<file path="src/logic/space_tag_pkg.sv">
// shared constants and types for the bus space tag and vector address block
package space_tag_pkg;

   // ==========================================================
   // address-space codes driven on the space field of the bus cycle
   localparam logic [2:0] SPC_RSVD0 = 3'h0;
   localparam logic [2:0] SPC_USER_DATA = 3'h1;
   localparam logic [2:0] SPC_USER_PROG = 3'h2;
   localparam logic [2:0] SPC_USER_DEF = 3'h3;
   localparam logic [2:0] SPC_RSVD4 = 3'h4;
   localparam logic [2:0] SPC_SUPV_DATA = 3'h5;
   localparam logic [2:0] SPC_SUPV_PROG = 3'h6;
   localparam logic [2:0] SPC_CPU = 3'h7;

   // ==========================================================
   // cpu-space type field on A19..A16
   localparam int TYPE_LSB = 16;
   localparam logic [3:0] TYPE_BREAKPOINT_NUMBER_FIELD = 4'h0;
   localparam logic [3:0] TYPE_MMU_RSVD = 4'h1;
   localparam logic [3:0] TYPE_COPRO_RSVD = 4'h2;
   localparam logic [3:0] TYPE_REG = 4'h3;
   localparam logic [3:0] TYPE_IACK = 4'hf;
   localparam logic [2:0] BREAKPOINT_NUMBER_FIELD_HW_NUM = 3'h7;

   // ==========================================================
   // reset fetch addresses and register map (byte offsets)
   localparam logic [31:0] RST_SSP_ADDR = 32'h0000_0000;
   localparam logic [31:0] RST_PC_ADDR = 32'h0000_0004;
   localparam logic [3:0] REG_VTB = 4'h0;
   localparam logic [3:0] REG_STATUS = 4'h4;
   localparam logic [3:0] REG_INIT_SSP = 4'h8;
   localparam logic [3:0] REG_INIT_PC = 4'hc;
   localparam logic [31:0] VTB_RESET = 32'h0000_0000;

   // ==========================================================
   // request kinds, sequencer states and carriers
   typedef enum logic [2:0] {
      K_DATA = 3'h0, K_PROG = 3'h1, K_ALT = 3'h2, K_BREAKPOINT_NUMBER_FIELD = 3'h3,
      K_STOP = 3'h4, K_IACK = 3'h5, K_VEC = 3'h6, K_NONE = 3'h7
   } req_kind_e;

   typedef enum logic [1:0] {
      ST_RST_SSP = 2'b00, ST_RST_PC = 2'b01, ST_IDLE = 2'b11, ST_BUSY = 2'b10
   } seq_state_e;

   typedef struct packed {
      req_kind_e kind;
      logic write;
      logic [31:0] addr;
      logic [2:0] alt_space;
      logic [2:0] breakpoint_number_field_num;
      logic breakpoint_number_field_hw;
      logic [2:0] level;
      logic [7:0] vec_num;
      logic vec_ext;
   } cycle_req_s;

   typedef struct packed {
      logic valid;
      logic write;
      logic [2:0] space;
      logic [31:0] addr;
   } bus_cycle_s;

endpackage

</file>
<file path="src/logic/space_tag.sv">
// bus cycle space tagging, cpu-space address forming and vector fetch addressing
//
// The address-and-strobe port and the address map were chosen for this implementation.
`timescale 1ns/100ps
// What this block does
// every cycle carries a three-bit space code
// code 3 user-defined; 0 and 4 generated only by alternate move
// reset fetches two long words at zero
// cpu-space type field on A19..A16
// far cpu-space decoders ignore A31..A20
// reserved types 0001, 0010 never issued
// breakpoint number on A4..A2, hardware gives 7
// A1 low software, high hardware breakpoint
// other breakpoint address bits zero, A0 too
// stop broadcast writes mask level on A3..A1
// bus interface blocks lower interrupts while stopped; here the far end only stores the level on mask_level_o
// chip, module, register select on A15..A0
// type 0011 reached by stop broadcast and alternate move
// supervisor alternate alternate_space_move reach every space
// interrupt acknowledge: ones above, level A3..A1
// vector table base locates 256-vector table
// vector address is base plus number times four
// vector fetch supervisor data, reset supervisor program
// reset vector is stack pointer then pc
// vector number internal or from external device
// acknowledges and stop broadcast use cpu space
// supervisor bit selects supervisor or user codes
// exception processing always uses supervisor codes
module space_tag #(
   parameter logic [3:0] MASK_CHIP_SEL = 4'h0,
   parameter logic [3:0] MASK_MODULE_SEL = 4'h0,
   parameter logic [3:0] MASK_REG_HI = 4'h0
) (
   input wire logic CLOCK_I,
   input wire logic RST_I,
   input wire space_tag_pkg::cycle_req_s REQ_I,
   input wire logic REQ_VALID_I,
   input wire logic SUPER_I,
   input wire logic EXC_I,
   input wire logic DONE_I,
   input wire logic [31:0] DATA_I,
   output space_tag_pkg::bus_cycle_s CYCLE_O,
   output logic READY_O,
   output logic REFUSED_O,
   output logic [31:0] INIT_SSP_O,
   output logic [31:0] INIT_PC_O,
   input wire logic [3:0] REG_ADDR_I,
   input wire logic [31:0] REG_WDATA_I,
   input wire logic REG_WR_I,
   input wire logic REG_RD_I,
   output logic [31:0] REG_RDATA_O
);

   // ==========================================================
   // signals
   space_tag_pkg::seq_state_e state_r;
   space_tag_pkg::seq_state_e state_nxt;
   space_tag_pkg::bus_cycle_s cycle_r;
   space_tag_pkg::bus_cycle_s formed;
   space_tag_pkg::req_kind_e kind_r;
   logic formed_refused;
   logic ready_r;
   logic refused_r;
   logic [31:0] vtb_r;
   logic [31:0] ssp_r;
   logic [31:0] pc_r;
   logic [7:0] ext_vec_r;
   logic [31:0] rdata_r;
   logic take;

   // ==========================================================
   // helpers
   // supervisor or user code for an ordinary access
   function automatic logic [2:0] plain_space(input logic sup, input logic prog);
      logic [2:0] s;
      s = 3'h0;
      if (sup) begin
         s = prog ? space_tag_pkg::SPC_SUPV_PROG : space_tag_pkg::SPC_SUPV_DATA;
      end else begin
         s = prog ? space_tag_pkg::SPC_USER_PROG : space_tag_pkg::SPC_USER_DATA;
      end
      return s;
   endfunction

   // cpu-space address with the type field in place
   function automatic logic [31:0] cpu_addr(input logic [3:0] typ, input logic [15:0] low, input logic ones);
      return {ones ? 12'hfff : 12'h000, typ, low};
   endfunction

   // vector fetch address; wraps at 4 GiB like any other address sum
   function automatic logic [31:0] vec_addr(input logic [31:0] base, input logic [7:0] num);
      return base + {22'h0, num, 2'b00};
   endfunction

   // ==========================================================
   // cycle forming from a request
   always_comb begin
      formed = '0;
      formed_refused = 1'b0;
      formed.valid = 1'b1;
      formed.write = REQ_I.write;
      case (REQ_I.kind)
         space_tag_pkg::K_DATA: begin
            formed.space = plain_space(SUPER_I | EXC_I, 1'b0);
            formed.addr = REQ_I.addr;
         end
         space_tag_pkg::K_PROG: begin
            formed.space = plain_space(SUPER_I | EXC_I, 1'b1);
            formed.addr = REQ_I.addr;
         end
         space_tag_pkg::K_ALT: begin
            // privileged: any space, cpu space included, but never the reserved types
            formed.space = REQ_I.alt_space;
            formed.addr = REQ_I.addr;
            if (!SUPER_I) begin
               formed_refused = 1'b1;
            end else if (REQ_I.alt_space == space_tag_pkg::SPC_CPU &&
                         (REQ_I.addr[19:16] == space_tag_pkg::TYPE_MMU_RSVD ||
                          REQ_I.addr[19:16] == space_tag_pkg::TYPE_COPRO_RSVD)) begin
               formed_refused = 1'b1;
            end
         end
         space_tag_pkg::K_BREAKPOINT_NUMBER_FIELD: begin
            formed.space = space_tag_pkg::SPC_CPU;
            formed.write = 1'b0;
            formed.addr = cpu_addr(space_tag_pkg::TYPE_BREAKPOINT_NUMBER_FIELD,
                                   {11'h000,
                                    REQ_I.breakpoint_number_field_hw ? space_tag_pkg::BREAKPOINT_NUMBER_FIELD_HW_NUM : REQ_I.breakpoint_number_field_num,
                                    REQ_I.breakpoint_number_field_hw, 1'b0}, 1'b0);
         end
         space_tag_pkg::K_STOP: begin
            // mask write in the bus interface; only a supervisor may halt
            formed.space = space_tag_pkg::SPC_CPU;
            formed.write = 1'b1;
            formed.addr = cpu_addr(space_tag_pkg::TYPE_REG,
                                   {MASK_CHIP_SEL, MASK_MODULE_SEL, MASK_REG_HI, REQ_I.level, 1'b0}, 1'b0);
            formed_refused = !SUPER_I;
         end
         space_tag_pkg::K_IACK: begin
            formed.space = space_tag_pkg::SPC_CPU;
            formed.write = 1'b0;
            formed.addr = cpu_addr(space_tag_pkg::TYPE_IACK, {12'hfff, REQ_I.level, 1'b1}, 1'b1);
         end
         space_tag_pkg::K_VEC: begin
            formed.space = space_tag_pkg::SPC_SUPV_DATA;
            formed.write = 1'b0;
            formed.addr = vec_addr(vtb_r, REQ_I.vec_ext ? ext_vec_r : REQ_I.vec_num);
         end
         default: begin
            formed.valid = 1'b0;
            formed_refused = 1'b1;
         end
      endcase
   end

   assign take = (state_r == space_tag_pkg::ST_IDLE) && REQ_VALID_I;

   // ==========================================================
   // sequencer: two reset fetches, then one cycle at a time
   always_comb begin
      state_nxt = state_r;
      case (state_r)
         space_tag_pkg::ST_RST_SSP: begin
            if (DONE_I) begin
               state_nxt = space_tag_pkg::ST_RST_PC;
            end
         end
         space_tag_pkg::ST_RST_PC: begin
            if (DONE_I) begin
               state_nxt = space_tag_pkg::ST_IDLE;
            end
         end
         space_tag_pkg::ST_IDLE: begin
            if (take && !formed_refused) begin
               state_nxt = space_tag_pkg::ST_BUSY;
            end
         end
         space_tag_pkg::ST_BUSY: begin
            if (DONE_I) begin
               state_nxt = space_tag_pkg::ST_IDLE;
            end
         end
         default: begin
            state_nxt = space_tag_pkg::ST_RST_SSP;
         end
      endcase
   end

   // state register
   always_ff @(posedge CLOCK_I or posedge RST_I) begin
      if (RST_I) begin
         state_r <= space_tag_pkg::ST_RST_SSP;
      end else begin
         state_r <= state_nxt;
      end
   end

   // bus cycle outputs; reset starts the stack pointer fetch at once
   always_ff @(posedge CLOCK_I or posedge RST_I) begin
      if (RST_I) begin
         cycle_r.valid <= 1'b1;
         cycle_r.write <= 1'b0;
         cycle_r.space <= space_tag_pkg::SPC_SUPV_PROG;
         cycle_r.addr <= space_tag_pkg::RST_SSP_ADDR;
         kind_r <= space_tag_pkg::K_NONE;
      end else begin
         case (state_r)
            space_tag_pkg::ST_RST_SSP: begin
               if (DONE_I) begin
                  cycle_r.addr <= space_tag_pkg::RST_PC_ADDR;
               end
            end
            space_tag_pkg::ST_IDLE: begin
               if (take && !formed_refused) begin
                  cycle_r <= formed;
                  kind_r <= REQ_I.kind;
               end
            end
            default: begin
               if (DONE_I) begin
                  cycle_r <= '0;
                  kind_r <= space_tag_pkg::K_NONE;
               end
            end
         endcase
      end
   end

   // ready only when idle and no cycle is about to start
   always_ff @(posedge CLOCK_I or posedge RST_I) begin
      if (RST_I) begin
         ready_r <= 1'b0;
      end else begin
         ready_r <= (state_nxt == space_tag_pkg::ST_IDLE);
      end
   end

   // one-cycle pulse for a request that produces no cycle
   always_ff @(posedge CLOCK_I or posedge RST_I) begin
      if (RST_I) begin
         refused_r <= 1'b0;
      end else begin
         refused_r <= take && formed_refused;
      end
   end

   // reset vector words captured as the fetches complete
   always_ff @(posedge CLOCK_I or posedge RST_I) begin
      if (RST_I) begin
         ssp_r <= 32'h0000_0000;
         pc_r <= 32'h0000_0000;
      end else begin
         if (state_r == space_tag_pkg::ST_RST_SSP && DONE_I) begin
            ssp_r <= DATA_I;
         end
         if (state_r == space_tag_pkg::ST_RST_PC && DONE_I) begin
            pc_r <= DATA_I;
         end
      end
   end

   // vector number returned by the acknowledging device
   always_ff @(posedge CLOCK_I or posedge RST_I) begin
      if (RST_I) begin
         ext_vec_r <= 8'h00;
      end else if (state_r == space_tag_pkg::ST_BUSY && kind_r == space_tag_pkg::K_IACK && DONE_I) begin
         ext_vec_r <= DATA_I[7:0];
      end
   end

   // ==========================================================
   // register port
   // base is software-owned; any value, so the table may move freely
   always_ff @(posedge CLOCK_I or posedge RST_I) begin
      if (RST_I) begin
         vtb_r <= space_tag_pkg::VTB_RESET;
      end else if (REG_WR_I && REG_ADDR_I == space_tag_pkg::REG_VTB) begin
         vtb_r <= REG_WDATA_I;
      end
   end

   // read data one cycle after the strobe, zero otherwise
   always_ff @(posedge CLOCK_I or posedge RST_I) begin
      if (RST_I) begin
         rdata_r <= 32'h0000_0000;
      end else if (REG_RD_I) begin
         case (REG_ADDR_I)
            space_tag_pkg::REG_VTB: rdata_r <= vtb_r;
            space_tag_pkg::REG_STATUS: rdata_r <= {16'h0000, ext_vec_r, 3'h0, kind_r, state_r};
            space_tag_pkg::REG_INIT_SSP: rdata_r <= ssp_r;
            space_tag_pkg::REG_INIT_PC: rdata_r <= pc_r;
            default: rdata_r <= 32'h0000_0000;
         endcase
      end else begin
         rdata_r <= 32'h0000_0000;
      end
   end

   assign CYCLE_O = cycle_r;
   assign READY_O = ready_r;
   assign REFUSED_O = refused_r;
   assign INIT_SSP_O = ssp_r;
   assign INIT_PC_O = pc_r;
   assign REG_RDATA_O = rdata_r;

   // ==========================================================
   // checks
   property p_space_legal;
      @(posedge CLOCK_I) disable iff (RST_I)
      cycle_r.valid && kind_r != space_tag_pkg::K_ALT |->
         cycle_r.space != space_tag_pkg::SPC_RSVD0 && cycle_r.space != space_tag_pkg::SPC_RSVD4 &&
         cycle_r.space != space_tag_pkg::SPC_USER_DEF;
   endproperty
   a_space_legal: assert property (p_space_legal) else $error("reserved space code generated");

   property p_no_rsvd_type;
      @(posedge CLOCK_I) disable iff (RST_I)
      cycle_r.valid && cycle_r.space == space_tag_pkg::SPC_CPU |->
         cycle_r.addr[19:16] != space_tag_pkg::TYPE_MMU_RSVD && cycle_r.addr[19:16] != space_tag_pkg::TYPE_COPRO_RSVD;
   endproperty
   a_no_rsvd_type: assert property (p_no_rsvd_type) else $error("reserved cpu-space type issued");

   property p_breakpoint_number_field_fmt;
      @(posedge CLOCK_I) disable iff (RST_I)
      take && REQ_I.kind == space_tag_pkg::K_BREAKPOINT_NUMBER_FIELD |=>
         cycle_r.space == space_tag_pkg::SPC_CPU && cycle_r.addr[31:5] == 27'h0 && cycle_r.addr[0] == 1'b0 &&
         cycle_r.addr[1] == $past(REQ_I.breakpoint_number_field_hw) &&
         cycle_r.addr[4:2] == ($past(REQ_I.breakpoint_number_field_hw) ? 3'h7 : $past(REQ_I.breakpoint_number_field_num));
   endproperty
   a_breakpoint_number_field_fmt: assert property (p_breakpoint_number_field_fmt) else $error("bad breakpoint acknowledge address");

   property p_iack_fmt;
      @(posedge CLOCK_I) disable iff (RST_I)
      take && REQ_I.kind == space_tag_pkg::K_IACK |=>
         cycle_r.space == space_tag_pkg::SPC_CPU && cycle_r.addr[31:4] == 28'hfffffff &&
         cycle_r.addr[3:1] == $past(REQ_I.level);
   endproperty
   a_iack_fmt: assert property (p_iack_fmt) else $error("bad interrupt acknowledge address");

   property p_stop_fmt;
      @(posedge CLOCK_I) disable iff (RST_I)
      take && REQ_I.kind == space_tag_pkg::K_STOP && SUPER_I |=>
         cycle_r.write && cycle_r.addr[19:16] == 4'h3 && cycle_r.addr[31:20] == 12'h000 &&
         cycle_r.addr[3:1] == $past(REQ_I.level);
   endproperty
   a_stop_fmt: assert property (p_stop_fmt) else $error("bad stop broadcast");

   property p_vec_addr;
      @(posedge CLOCK_I) disable iff (RST_I)
      take && REQ_I.kind == space_tag_pkg::K_VEC && !REQ_I.vec_ext |=>
         cycle_r.space == space_tag_pkg::SPC_SUPV_DATA &&
         cycle_r.addr == $past(vtb_r) + {22'h0, $past(REQ_I.vec_num), 2'b00};
   endproperty
   a_vec_addr: assert property (p_vec_addr) else $error("bad vector fetch address");

   property p_super_code;
      @(posedge CLOCK_I) disable iff (RST_I)
      take && (REQ_I.kind == space_tag_pkg::K_DATA || REQ_I.kind == space_tag_pkg::K_PROG) |=>
         cycle_r.space[2] == $past(SUPER_I | EXC_I);
   endproperty
   a_super_code: assert property (p_super_code) else $error("privilege not reflected in space code");

   property p_reset_pair;
      @(posedge CLOCK_I) disable iff (RST_I)
      state_r == space_tag_pkg::ST_RST_SSP && DONE_I |=>
         state_r == space_tag_pkg::ST_RST_PC && cycle_r.addr == 32'h4 && cycle_r.space == 3'h6 && ssp_r == $past(DATA_I);
   endproperty
   a_reset_pair: assert property (p_reset_pair) else $error("reset fetch sequence broken");

   property p_user_refused;
      @(posedge CLOCK_I) disable iff (RST_I)
      take && REQ_I.kind == space_tag_pkg::K_ALT && !SUPER_I |=> refused_r && !cycle_r.valid;
   endproperty
   a_user_refused: assert property (p_user_refused) else $error("user alternate move not refused");

endmodule

</file>
<file path="config.mk">
export PLATFORM = sky130hd
export DESIGN_NAME = space_tag
export DESIGN_NICKNAME = d
export VERILOG_FILES = /design/src/logic/space_tag_pkg.sv /design/src/logic/space_tag.sv
export SDC_FILE = /design/constraint.sdc
export NUM_CORES = 1
export LEC_CHECK = 0
export BUFFER_PORTS_ARGS = -buffer_cell sky130_fd_sc_hd__buf_2
export CAP_MARGIN = 10
export CORE_MARGIN = 2
export CORE_UTILIZATION = 50
export DETAILED_ROUTE_END_ITERATION = 7
export PLACE_DENSITY = 0.79
export SYNTH_ARGS = -nofsm -noshare
export SYNTH_HDL_FRONTEND = slang
export SYNTH_SLANG_ARGS = --single-unit
</file>
<file path="constraint.sdc">
create_clock -name CLOCK_I -period 6.1 [get_ports CLOCK_I]
set_clock_uncertainty 0.05 [all_clocks]
set_input_delay 0 -clock CLOCK_I [delete_from_list [all_inputs] [get_ports CLOCK_I]]
set_output_delay 0 -clock CLOCK_I [all_outputs]
set_load 0.01 [all_outputs]
</file>
==> results_tabular.tex, run 1 <==
\begin{tabular}{lr}
\hline
Metric & Value \\
\hline
\multicolumn{2}{l}{\textbf{Synthesis}} \\
Distinct cell type count of the synthesized netlist & 64 \\
Post-synthesis net count & 924 \\
Synthesized netlist cell count & 780 \\
Main synth FF type & sky130\_fd\_sc\_hd\_\_dfrtp\_1 \\
Number of warnings reported in the yosys synthesis log & 0 \\
Fraction of synthesis flops using an asynchronous set or reset pin & 100\% \\
Total standard cell area after synthesis & 8750 um2 \\
Leading post-synthesis cells by cell area & sky130\_fd\_sc\_hd\_\_dfrtp\_1, sky130\_fd\_sc\_hd\_\_mux2\_2, sky130\_fd\_sc\_hd\_\_a22oi\_1, sky130\_fd\_sc\_hd\_\_a21oi\_1, sky130\_fd\_sc\_hd\_\_nand2\_1 \\
Sequential-to-total area share from yosys stat & 51.6\% \\
Biggest area consumer among synthesized cells & sky130\_fd\_sc\_hd\_\_dfrtp\_1 \\
Post-synthesis area per instance & between 10 and 15 um2 \\
List of most frequent post-synthesis cells & sky130\_fd\_sc\_hd\_\_dfrtp\_1, sky130\_fd\_sc\_hd\_\_mux2\_2, sky130\_fd\_sc\_hd\_\_nand2\_1 \\
Synthesis-stage register bit count & 180 \\
Fraction of post-synthesis cell area in the top cell type by area & about half \\
Library cell with the highest instance count after synthesis & sky130\_fd\_sc\_hd\_\_dfrtp\_1 \\
Number of synthesized flops with an enable pin & 0 \\
\multicolumn{2}{l}{\textbf{Floorplan}} \\
Placeable core region & about 17,000 um2 \\
Number of ports placed on the die boundary & 266 \\
Number of rows in the core area & 48 \\
Vert. Die Dim & between 100 and 150 um \\
Die span in x & 136 um \\
Effective utilization at floorplan & just over 50\% \\
Die Footprint & 18,600 um2 \\
\multicolumn{2}{l}{\textbf{Power and ir drop}} \\
Overall power of the completed layout & 4.62 mW \\
Power density cells & 391 nW/um2 \\
Peak supply drop & 257 uV \\
Reported leakage power & 5.49 nW \\
\multicolumn{2}{l}{\textbf{Timing}} \\
Time the worst path needs with I/O delays and setup & 3.01 ns \\
Measured slew at the worst slew-check pin & 1.15 ns \\
Final hold violations & 0 \\
Portion of the clock cycle consumed by the worst path in the final layout & 49.4\% \\
Final count of negative-setup-slack endpoints & 0 \\
Worst Hold Slack & 0.0220 ns \\
RSZ-0062 raised after global routing & false \\
Final setup margin & 3.09 ns \\
Achievable frequency & 332 MHz \\
Max-Slew Margin vs Limit & 23.1\% \\
Max Slew Vio Count & 0 \\
Setup TNS & 0 ns \\
\multicolumn{2}{l}{\textbf{Cells and area}} \\
Share of post-route cells with drive strength above 1 & roughly two fifths \\
Layout overhead on the synthesized area & 34.8\% \\
Final layout net count & around 1,300 \\
\multicolumn{2}{l}{\textbf{Placement}} \\
Input/output buffers & around 270 \\
HPWL Detailed & 18,600 um \\
Final Wtd Congestion & 0.884 \\
Setup Slack @ Placement & 3.14 ns \\
\multicolumn{2}{l}{\textbf{Global route}} \\
Vias in the first global route & 7,624 \\
Total GRT Usage & 29.2\% \\
Antenna violations before repair & 3 \\
Leftover overflow at the end of global routing & 0 \\
Global-route wire length before repair & a little over 40,000 um \\
Largest net degree at the start of global routing & 100 \\
\multicolumn{2}{l}{\textbf{Clocking}} \\
Number of clock buffers inserted by TritonCTS & 17 \\
H-tree levels & 4 \\
Root Buffer & sky130\_fd\_sc\_hd\_\_clkbuf\_16 \\
Clock-pin slew on the worst setup and hold paths & 0.07 ns \\
Number of clock sinks seen by CTS & 180 \\
CTS max path bufs & 2 \\
CTS tree & yes \\
Number of gates resized after cts & 0 \\
Clock Latency Late Sink & around 0.43 ns \\
\multicolumn{2}{l}{\textbf{Critical path}} \\
Depth of the most critical reg-to-reg path & 8 \\
Endpoint of the worst-slack reg-to-reg timing path & CYCLE\_O[17]\$\_DFFE\_PP0P\_ \\
Crit start category & flop \\
Worst Setup EP & CYCLE\_O[17]\$\_DFFE\_PP0P\_ \\
Type of destination of the critical path & flop \\
Start point of the critical path & state\_r[0]\$\_DFF\_PP0\_ \\
R2R setup slack & between 3 and 4 ns \\
Biggest fanout along the worst timing path & 12 \\
Signal arrival time at the worst endpoint & 3.33 ns \\
Crit Path Category & flop to flop \\
Startpoint of the most critical register-to-register path & state\_r[0]\$\_DFF\_PP0\_ \\
Data required time at the worst endpoint & 6.42 ns \\
\multicolumn{2}{l}{\textbf{Detailed routing}} \\
Total via count in the routed design & a little under 8,000 \\
Final Routed Wirelength & about 27,000 um \\
Number of nets with antenna violations after routing & 0 \\
Drt pass-1 iters & 7 \\
1st-iter DRT viols & 703 \\
Via density per instance & 5.82 \\
Count of unresolved DRC violations after routing & 0 \\
Final routed wire length divided by cell count & roughly 20 um \\
\multicolumn{2}{l}{\textbf{Min path}} \\
Class of the most critical hold timing path & input port to flop \\
\multicolumn{2}{l}{\textbf{Status}} \\
Status & completed \\
\multicolumn{2}{l}{\textbf{Job}} \\
\# Max-Cap Violations & 0 \\
\hline
\end{tabular}
timing repair:
action	CTS	global route
endpoints found under the setup margin	0	0
hold endpoints to repair	233	0
hold buffers	99	0
setup buffers	0	0
critical path: stages (launching register included):
cell	delay [ns]
sky130_fd_sc_hd__dfrtp_1	0.47
sky130_fd_sc_hd__inv_1	0.11
sky130_fd_sc_hd__ha_1	0.37
sky130_fd_sc_hd__nor2b_1	0.48
sky130_fd_sc_hd__o211ai_1	0.17
sky130_fd_sc_hd__nor4_1	0.46
sky130_fd_sc_hd__nand2_1	0.42
sky130_fd_sc_hd__a311oi_1	0.31
sky130_fd_sc_hd__a21o_1	0.11
layout make-up:
class                           count  area [um2]
Sequential cell                   180        4510
Clock buffer                       20         457
Fill cell                        1268        5380
Inverter                           12        50.0
Multi-Input combinational cell    541        3990
Clock inverter                     12         119
Tap cell                          225         282
Timing Repair Buffer              372        2380
Antenna cell                        4        10.0
sequential cells by signal (all words and copies together), names as in the netlist:
| name | flops |
|---|---|
| REFUSED_O | 1 |
| INIT_PC_O | 32 |
| REG_RDATA_O | 32 |
| vtb_r | 32 |
| kind_r | 3 |
| ext_vec_r | 8 |
| state_r | 2 |
| INIT_SSP_O | 32 |
| CYCLE_O | 37 |
| READY_O | 1 |
stage by stage:
stage / std cells / area (um2) / util (%)
2_1_floorplan: 780 / 8750 / -
3_3_place_gp: 1231 / 10200 / 59.5
3_5_place_dp: 1231 / 10200 / 59.5
4_1_cts: 1362 / 11800 / 68.6
5_1_grt: 1364 / 11800 / 68.6
6_report: 1366 / 11800 / 68.7
how the worst min path moves through the flow:
stage / from / to / slack, ns / cells past startpoint
2_1_floorplan: REG_WDATA_I[27] / vtb_r[27]$_DFFE_PP0P_ / 0.10 / 1
3_3_place_gp: REG_WDATA_I[17] / vtb_r[17]$_DFFE_PP0P_ / 0.18 / 2
3_5_place_dp: REG_WDATA_I[20] / vtb_r[20]$_DFFE_PP0P_ / 0.19 / 2
4_1_cts: EXC_I / CYCLE_O[34]$_DFFE_PP1P_ / 0.0003 / 4
5_1_grt: EXC_I / CYCLE_O[34]$_DFFE_PP1P_ / 0.03 / 4
6_report: EXC_I / CYCLE_O[34]$_DFFE_PP1P_ / 0.02 / 4
logic make-up after synthesis:
logic type | Yosys count | share of synthesized area [%]
AOI/OAI and AO/OA | 207 | 15.9
xor gates and xnor gates | 26 | 2.69
adders and majority gates | 13 | 1.94
buffers and inverters | 59 | 2.99
DFF | 180 | 51.6
muxes | 115 | 14.7
and+or+nand+nor | 180 | 10.2
cells in the final DEF (no fill, tap or decap), types with 3 or more instances in the layout:
cell,n
sky130_fd_sc_hd__a221oi_1,5
sky130_fd_sc_hd__and3_1,7
sky130_fd_sc_hd__o211ai_1,8
sky130_fd_sc_hd__ha_1,12
sky130_fd_sc_hd__buf_4,8
sky130_fd_sc_hd__buf_2,265
sky130_fd_sc_hd__diode_2,4
sky130_fd_sc_hd__nand4_1,4
sky130_fd_sc_hd__xor2_1,6
sky130_fd_sc_hd__inv_1,11
sky130_fd_sc_hd__dfstp_2,6
sky130_fd_sc_hd__inv_6,5
sky130_fd_sc_hd__nor4_4,3
sky130_fd_sc_hd__nand2_1,77
sky130_fd_sc_hd__nand2b_1,9
sky130_fd_sc_hd__nor2b_1,3
sky130_fd_sc_hd__a21boi_0,3
sky130_fd_sc_hd__nand3_1,17
sky130_fd_sc_hd__clkbuf_16,17
sky130_fd_sc_hd__dfrtp_1,174
sky130_fd_sc_hd__o22ai_1,7
sky130_fd_sc_hd__a211oi_1,3
sky130_fd_sc_hd__nor3_1,12
sky130_fd_sc_hd__o21ai_1,5
sky130_fd_sc_hd__nor2_1,35
sky130_fd_sc_hd__o31ai_1,13
sky130_fd_sc_hd__o221ai_1,10
sky130_fd_sc_hd__a21o_1,4
sky130_fd_sc_hd__a22oi_1,47
sky130_fd_sc_hd__a21oi_1,62
sky130_fd_sc_hd__dlygate4sd3_1,99
sky130_fd_sc_hd__xnor2_1,19
sky130_fd_sc_hd__mux2_2,111
sky130_fd_sc_hd__mux2i_1,4
sky130_fd_sc_hd__o21ai_0,21
power by group:
part	total (mW)	internal [mW]	switching, mW
Sequential	1.95	1.58	0.369
Combinational	1.59	0.762	0.830
Clock	1.07	0.592	0.482
Total	4.62	2.94	1.68
routing by layer:
metal / global-route usage (%) / vias up / part of all wire [%]
li1: - / 3566 / -
met1: 39.4 / 3889 / 42
met2: 46.0 / 413 / 47
met3: 6.56 / 75 / 7.9
met4: 11.5 / 2 / 3.0
met5: 0 / - / 0.048
Note: power is estimated with default switching activity, not from simulation.
==> inputs of run 2 (changes only) <==
- CORE_UTILIZATION: 50 -> 47
- PLACE_DENSITY: 0.79 -> 0.78
- clock period: 6.1 -> 2.42 ns (I/O delays scaled with it)
==> results_tabular.tex, run 2 (synthesis results as in run 1) <==
\begin{tabular}{lr}
\hline
Metric & Value \\
\hline
\multicolumn{2}{l}{\textbf{Status}} \\
Status & completed \\
\multicolumn{2}{l}{\textbf{Global route}} \\
Vias in the first global route & 8,283 (+8.6\%) \\
Leftover overflow at the end of global routing & 0 (unchanged) \\
Largest net degree at the start of global routing & 92 (-8.0\%) \\
Antenna violations before repair & 1 (-2) \\
Total GRT Usage & 29.5\% (+0.29 points) \\
Global-route wire length before repair & 45,400 um (+9.8\%) \\
\multicolumn{2}{l}{\textbf{Placement}} \\
Input/output buffers & 265 (unchanged) \\
Cell total after placement & 1,285 (+4.4\%) \\
Cell area after placement & 10,700 um2 (+4.2\%) \\
HPWL Detailed & 20,300 um (+9.3\%) \\
Setup Slack @ Placement & -0.0842 ns (-3.22 ns) \\
Final Wtd Congestion & 0.881 (-0.32\%) \\
\multicolumn{2}{l}{\textbf{Job}} \\
\# Max-Cap Violations & 0 (unchanged) \\
\multicolumn{2}{l}{\textbf{Cells and area}} \\
Flip-flop count of the largest register, all copies and words added & 37 (unchanged) \\
Multi-input logic area & 4290 um2 (+7.4\%) \\
Most common cell after layout, fill and taps aside & sky130\_fd\_sc\_hd\_\_buf\_2 \\
Area used by sequential logic in the layout & 4510 um2 (unchanged) \\
Top library cells by usage in the layout, fill and taps aside & sky130\_fd\_sc\_hd\_\_buf\_2, sky130\_fd\_sc\_hd\_\_dfrtp\_1, sky130\_fd\_sc\_hd\_\_mux2\_2, sky130\_fd\_sc\_hd\_\_dlygate4sd3\_1, sky130\_fd\_sc\_hd\_\_nand2\_1 \\
Share of post-route cells with drive strength above 1 & 44.3\% (+5.5 points) \\
Layout overhead on the synthesized area & 43.9\% \\
Post-layout instance count excluding filler cells & 1,423 (+4.2\%) \\
Filler cell count & 1,283 (+1.2\%) \\
Util after Layout & 69.4\% (+0.73 points) \\
Final non-filler cell area & 12,600 um2 (+6.8\%) \\
Final layout net count & 1,324 (+4.4\%) \\
\multicolumn{2}{l}{\textbf{Timing}} \\
Max Slew Vio Count & 0 (unchanged) \\
Final setup margin & 0.0184 ns (-3.07 ns) \\
Portion of the clock cycle consumed by the worst path in the final layout & 99.2\% (+50 points) \\
Measured slew at the worst slew-check pin & 0.721 ns (-0.433 ns) \\
Final count of negative-setup-slack endpoints & 0 (unchanged) \\
Time the worst path needs with I/O delays and setup & 2.40 ns (-0.611 ns) \\
Final hold violations & 0 (unchanged) \\
Setup TNS & 0 ns (unchanged) \\
RSZ-0062 raised after global routing & true \\
Max-Slew Margin vs Limit & 51.8\% (+29 points) \\
Achievable frequency & 416 MHz (+25\%) \\
\multicolumn{2}{l}{\textbf{Critical path}} \\
R2R setup slack & 0.02 ns (-3.07 ns) \\
Biggest fanout along the worst timing path & 4 (-8) \\
Crit start category & flop \\
Signal arrival time at the worst endpoint & 2.66 ns (-0.67 ns) \\
Data required time at the worst endpoint & 2.68 ns (-3.74 ns) \\
Crit Path Category & flop to flop \\
Type of destination of the critical path & flop \\
\multicolumn{2}{l}{\textbf{Clocking}} \\
Clock Latency Late Sink & 0.43 ns (about the same) \\
H-tree levels & 4 (unchanged) \\
Clock-pin slew on the worst setup and hold paths & 0.07 ns (about the same) \\
CTS tree & yes \\
Number of clock buffers inserted by TritonCTS & 17 (unchanged) \\
CTS max path bufs & 2 (unchanged) \\
Root Buffer & sky130\_fd\_sc\_hd\_\_clkbuf\_16 \\
Number of clock sinks seen by CTS & 180 (unchanged) \\
\multicolumn{2}{l}{\textbf{Floorplan}} \\
Die Footprint & 19,700 um2 (+6.2\%) \\
Placeable core region & 18,100 um2 (+5.7\%) \\
Number of ports placed on the die boundary & 266 (unchanged) \\
Effective utilization at floorplan & 48.2\% (-2.7 points) \\
Vert. Die Dim & 140 um (+3.0\%) \\
Die span in x & 140 um (+3.0\%) \\
Number of rows in the core area & 49 (+2.1\%) \\
\multicolumn{2}{l}{\textbf{Power and ir drop}} \\
Peak supply drop & 604 uV (+140\%) \\
Share of power burned in combinational logic & 39.1\% (+4.6 points) \\
Internal power consumption & 8.02 mW (+170\%) \\
Proportion of total power due to net switching & 36.3\% (-0.11 points) \\
Reported leakage power & 5.84 nW (+6.4\%) \\
Sequential group share of total power & 38.5\% (-3.7 points) \\
Share of power burned in the clock network & 22.4\% (-0.9 points) \\
Power density cells & 999 nW/um2 (+160\%) \\
Net switching power figure & 4.57 mW (+170\%) \\
\multicolumn{2}{l}{\textbf{Detailed routing}} \\
Total via count in the routed design & 8,062 (+1.5\%) \\
Final routed wire length divided by cell count & 20.6 um (+3.5\%) \\
Number of nets with antenna violations after routing & 0 (unchanged) \\
1st-iter DRT viols & 555 (-21\%) \\
Count of unresolved DRC violations after routing & 0 (unchanged) \\
Via density per instance & 5.67 (-2.6\%) \\
Final Routed Wirelength & 29,300 um (+7.8\%) \\
Drt pass-1 iters & 7 (unchanged) \\
\multicolumn{2}{l}{\textbf{Min path}} \\
Class of the most critical hold timing path & input port to flop \\
\hline
\end{tabular}
==> run 2: worst paths after layout <==
check / start / to / cells after the start
hold reg to reg: CYCLE_O[1]$_DFFE_PP0P_ / CYCLE_O[1]$_DFFE_PP0P_ / 1
min in group asynchronous: RST_I / INIT_SSP_O[4]$_DFFE_PP0P_ / 3
setup reg to reg: ext_vec_r[5]$_DFFE_PP0P_ / CYCLE_O[16]$_DFFE_PP0P_ / 10
setup / recovery: ext_vec_r[5]$_DFFE_PP0P_ / CYCLE_O[16]$_DFFE_PP0P_ / 10
hold / removal: SUPER_I / CYCLE_O[34]$_DFFE_PP1P_ / 4
max in group asynchronous: RST_I / INIT_SSP_O[30]$_DFFE_PP0P_ / 4
==> run 2: repair_timing <==
action                                  CTS  global route
endpoints found under the setup margin   17            26
hold buffers                            101             0
setup buffers                             0             4
pin swaps                                 2            21
resized for setup                         7            48
endpoints found under the hold margin   224             0
==> run 2: routing by layer <==
layer | up-vias | part of all wire (%) | global-route usage [%]
li1 | 3675 | - | -
met1 | 3955 | 42 | 39.3
met2 | 372 | 49 | 47.8
met3 | 60 | 6.3 | 6.46
met4 | 0 | 2.7 | 10.8
met5 | - | 0 | 0
==> run 2: cell type report <==
type / count / area share (%)
clock inverters: 12 / 1.13
inverters: 12 / 0.387
repair buffers: 428 / 22.7
well taps: 229 / 2.27
multi-input cells: 541 / 34.0
diodes: 1 / 0.0199
clock buffers: 20 / 3.63
flip-flops and latches: 180 / 35.8
==> run 2: critical path: stages, from the launching register on <==
cell                       delay, ns
sky130_fd_sc_hd__dfrtp_1        0.40
sky130_fd_sc_hd__mux2_4         0.28
sky130_fd_sc_hd__ha_4           0.23
sky130_fd_sc_hd__buf_4          0.15
sky130_fd_sc_hd__a21o_1         0.20
sky130_fd_sc_hd__nand2b_4       0.17
sky130_fd_sc_hd__o21ai_4        0.18
sky130_fd_sc_hd__buf_6          0.14
sky130_fd_sc_hd__nor3_1         0.04
sky130_fd_sc_hd__nand4b_1       0.22
sky130_fd_sc_hd__a22o_1         0.21
==> run 2: per-stage QoR <==
stage                     power, mW  hold WS, ns
after global placement         9.05      -0.0107
after floorplan                7.21        0.100
final                          12.6       0.0233
after CTS                      12.2      0.00321
after global routing           13.2       0.0320
after detailed placement       9.20     -0.00679
==> run 2: power groups by stage <==
stage | sequential, mW | combinational, mW | clock [mW]
2_1_floorplan | 4.99 | 2.22 | 0
3_3_place_gp | 4.77 | 4.28 | 0
3_5_place_dp | 4.82 | 4.38 | 0
4_1_cts | 4.77 | 4.60 | 2.83
5_1_grt | 4.94 | 5.28 | 2.98
6_report | 4.84 | 4.93 | 2.82
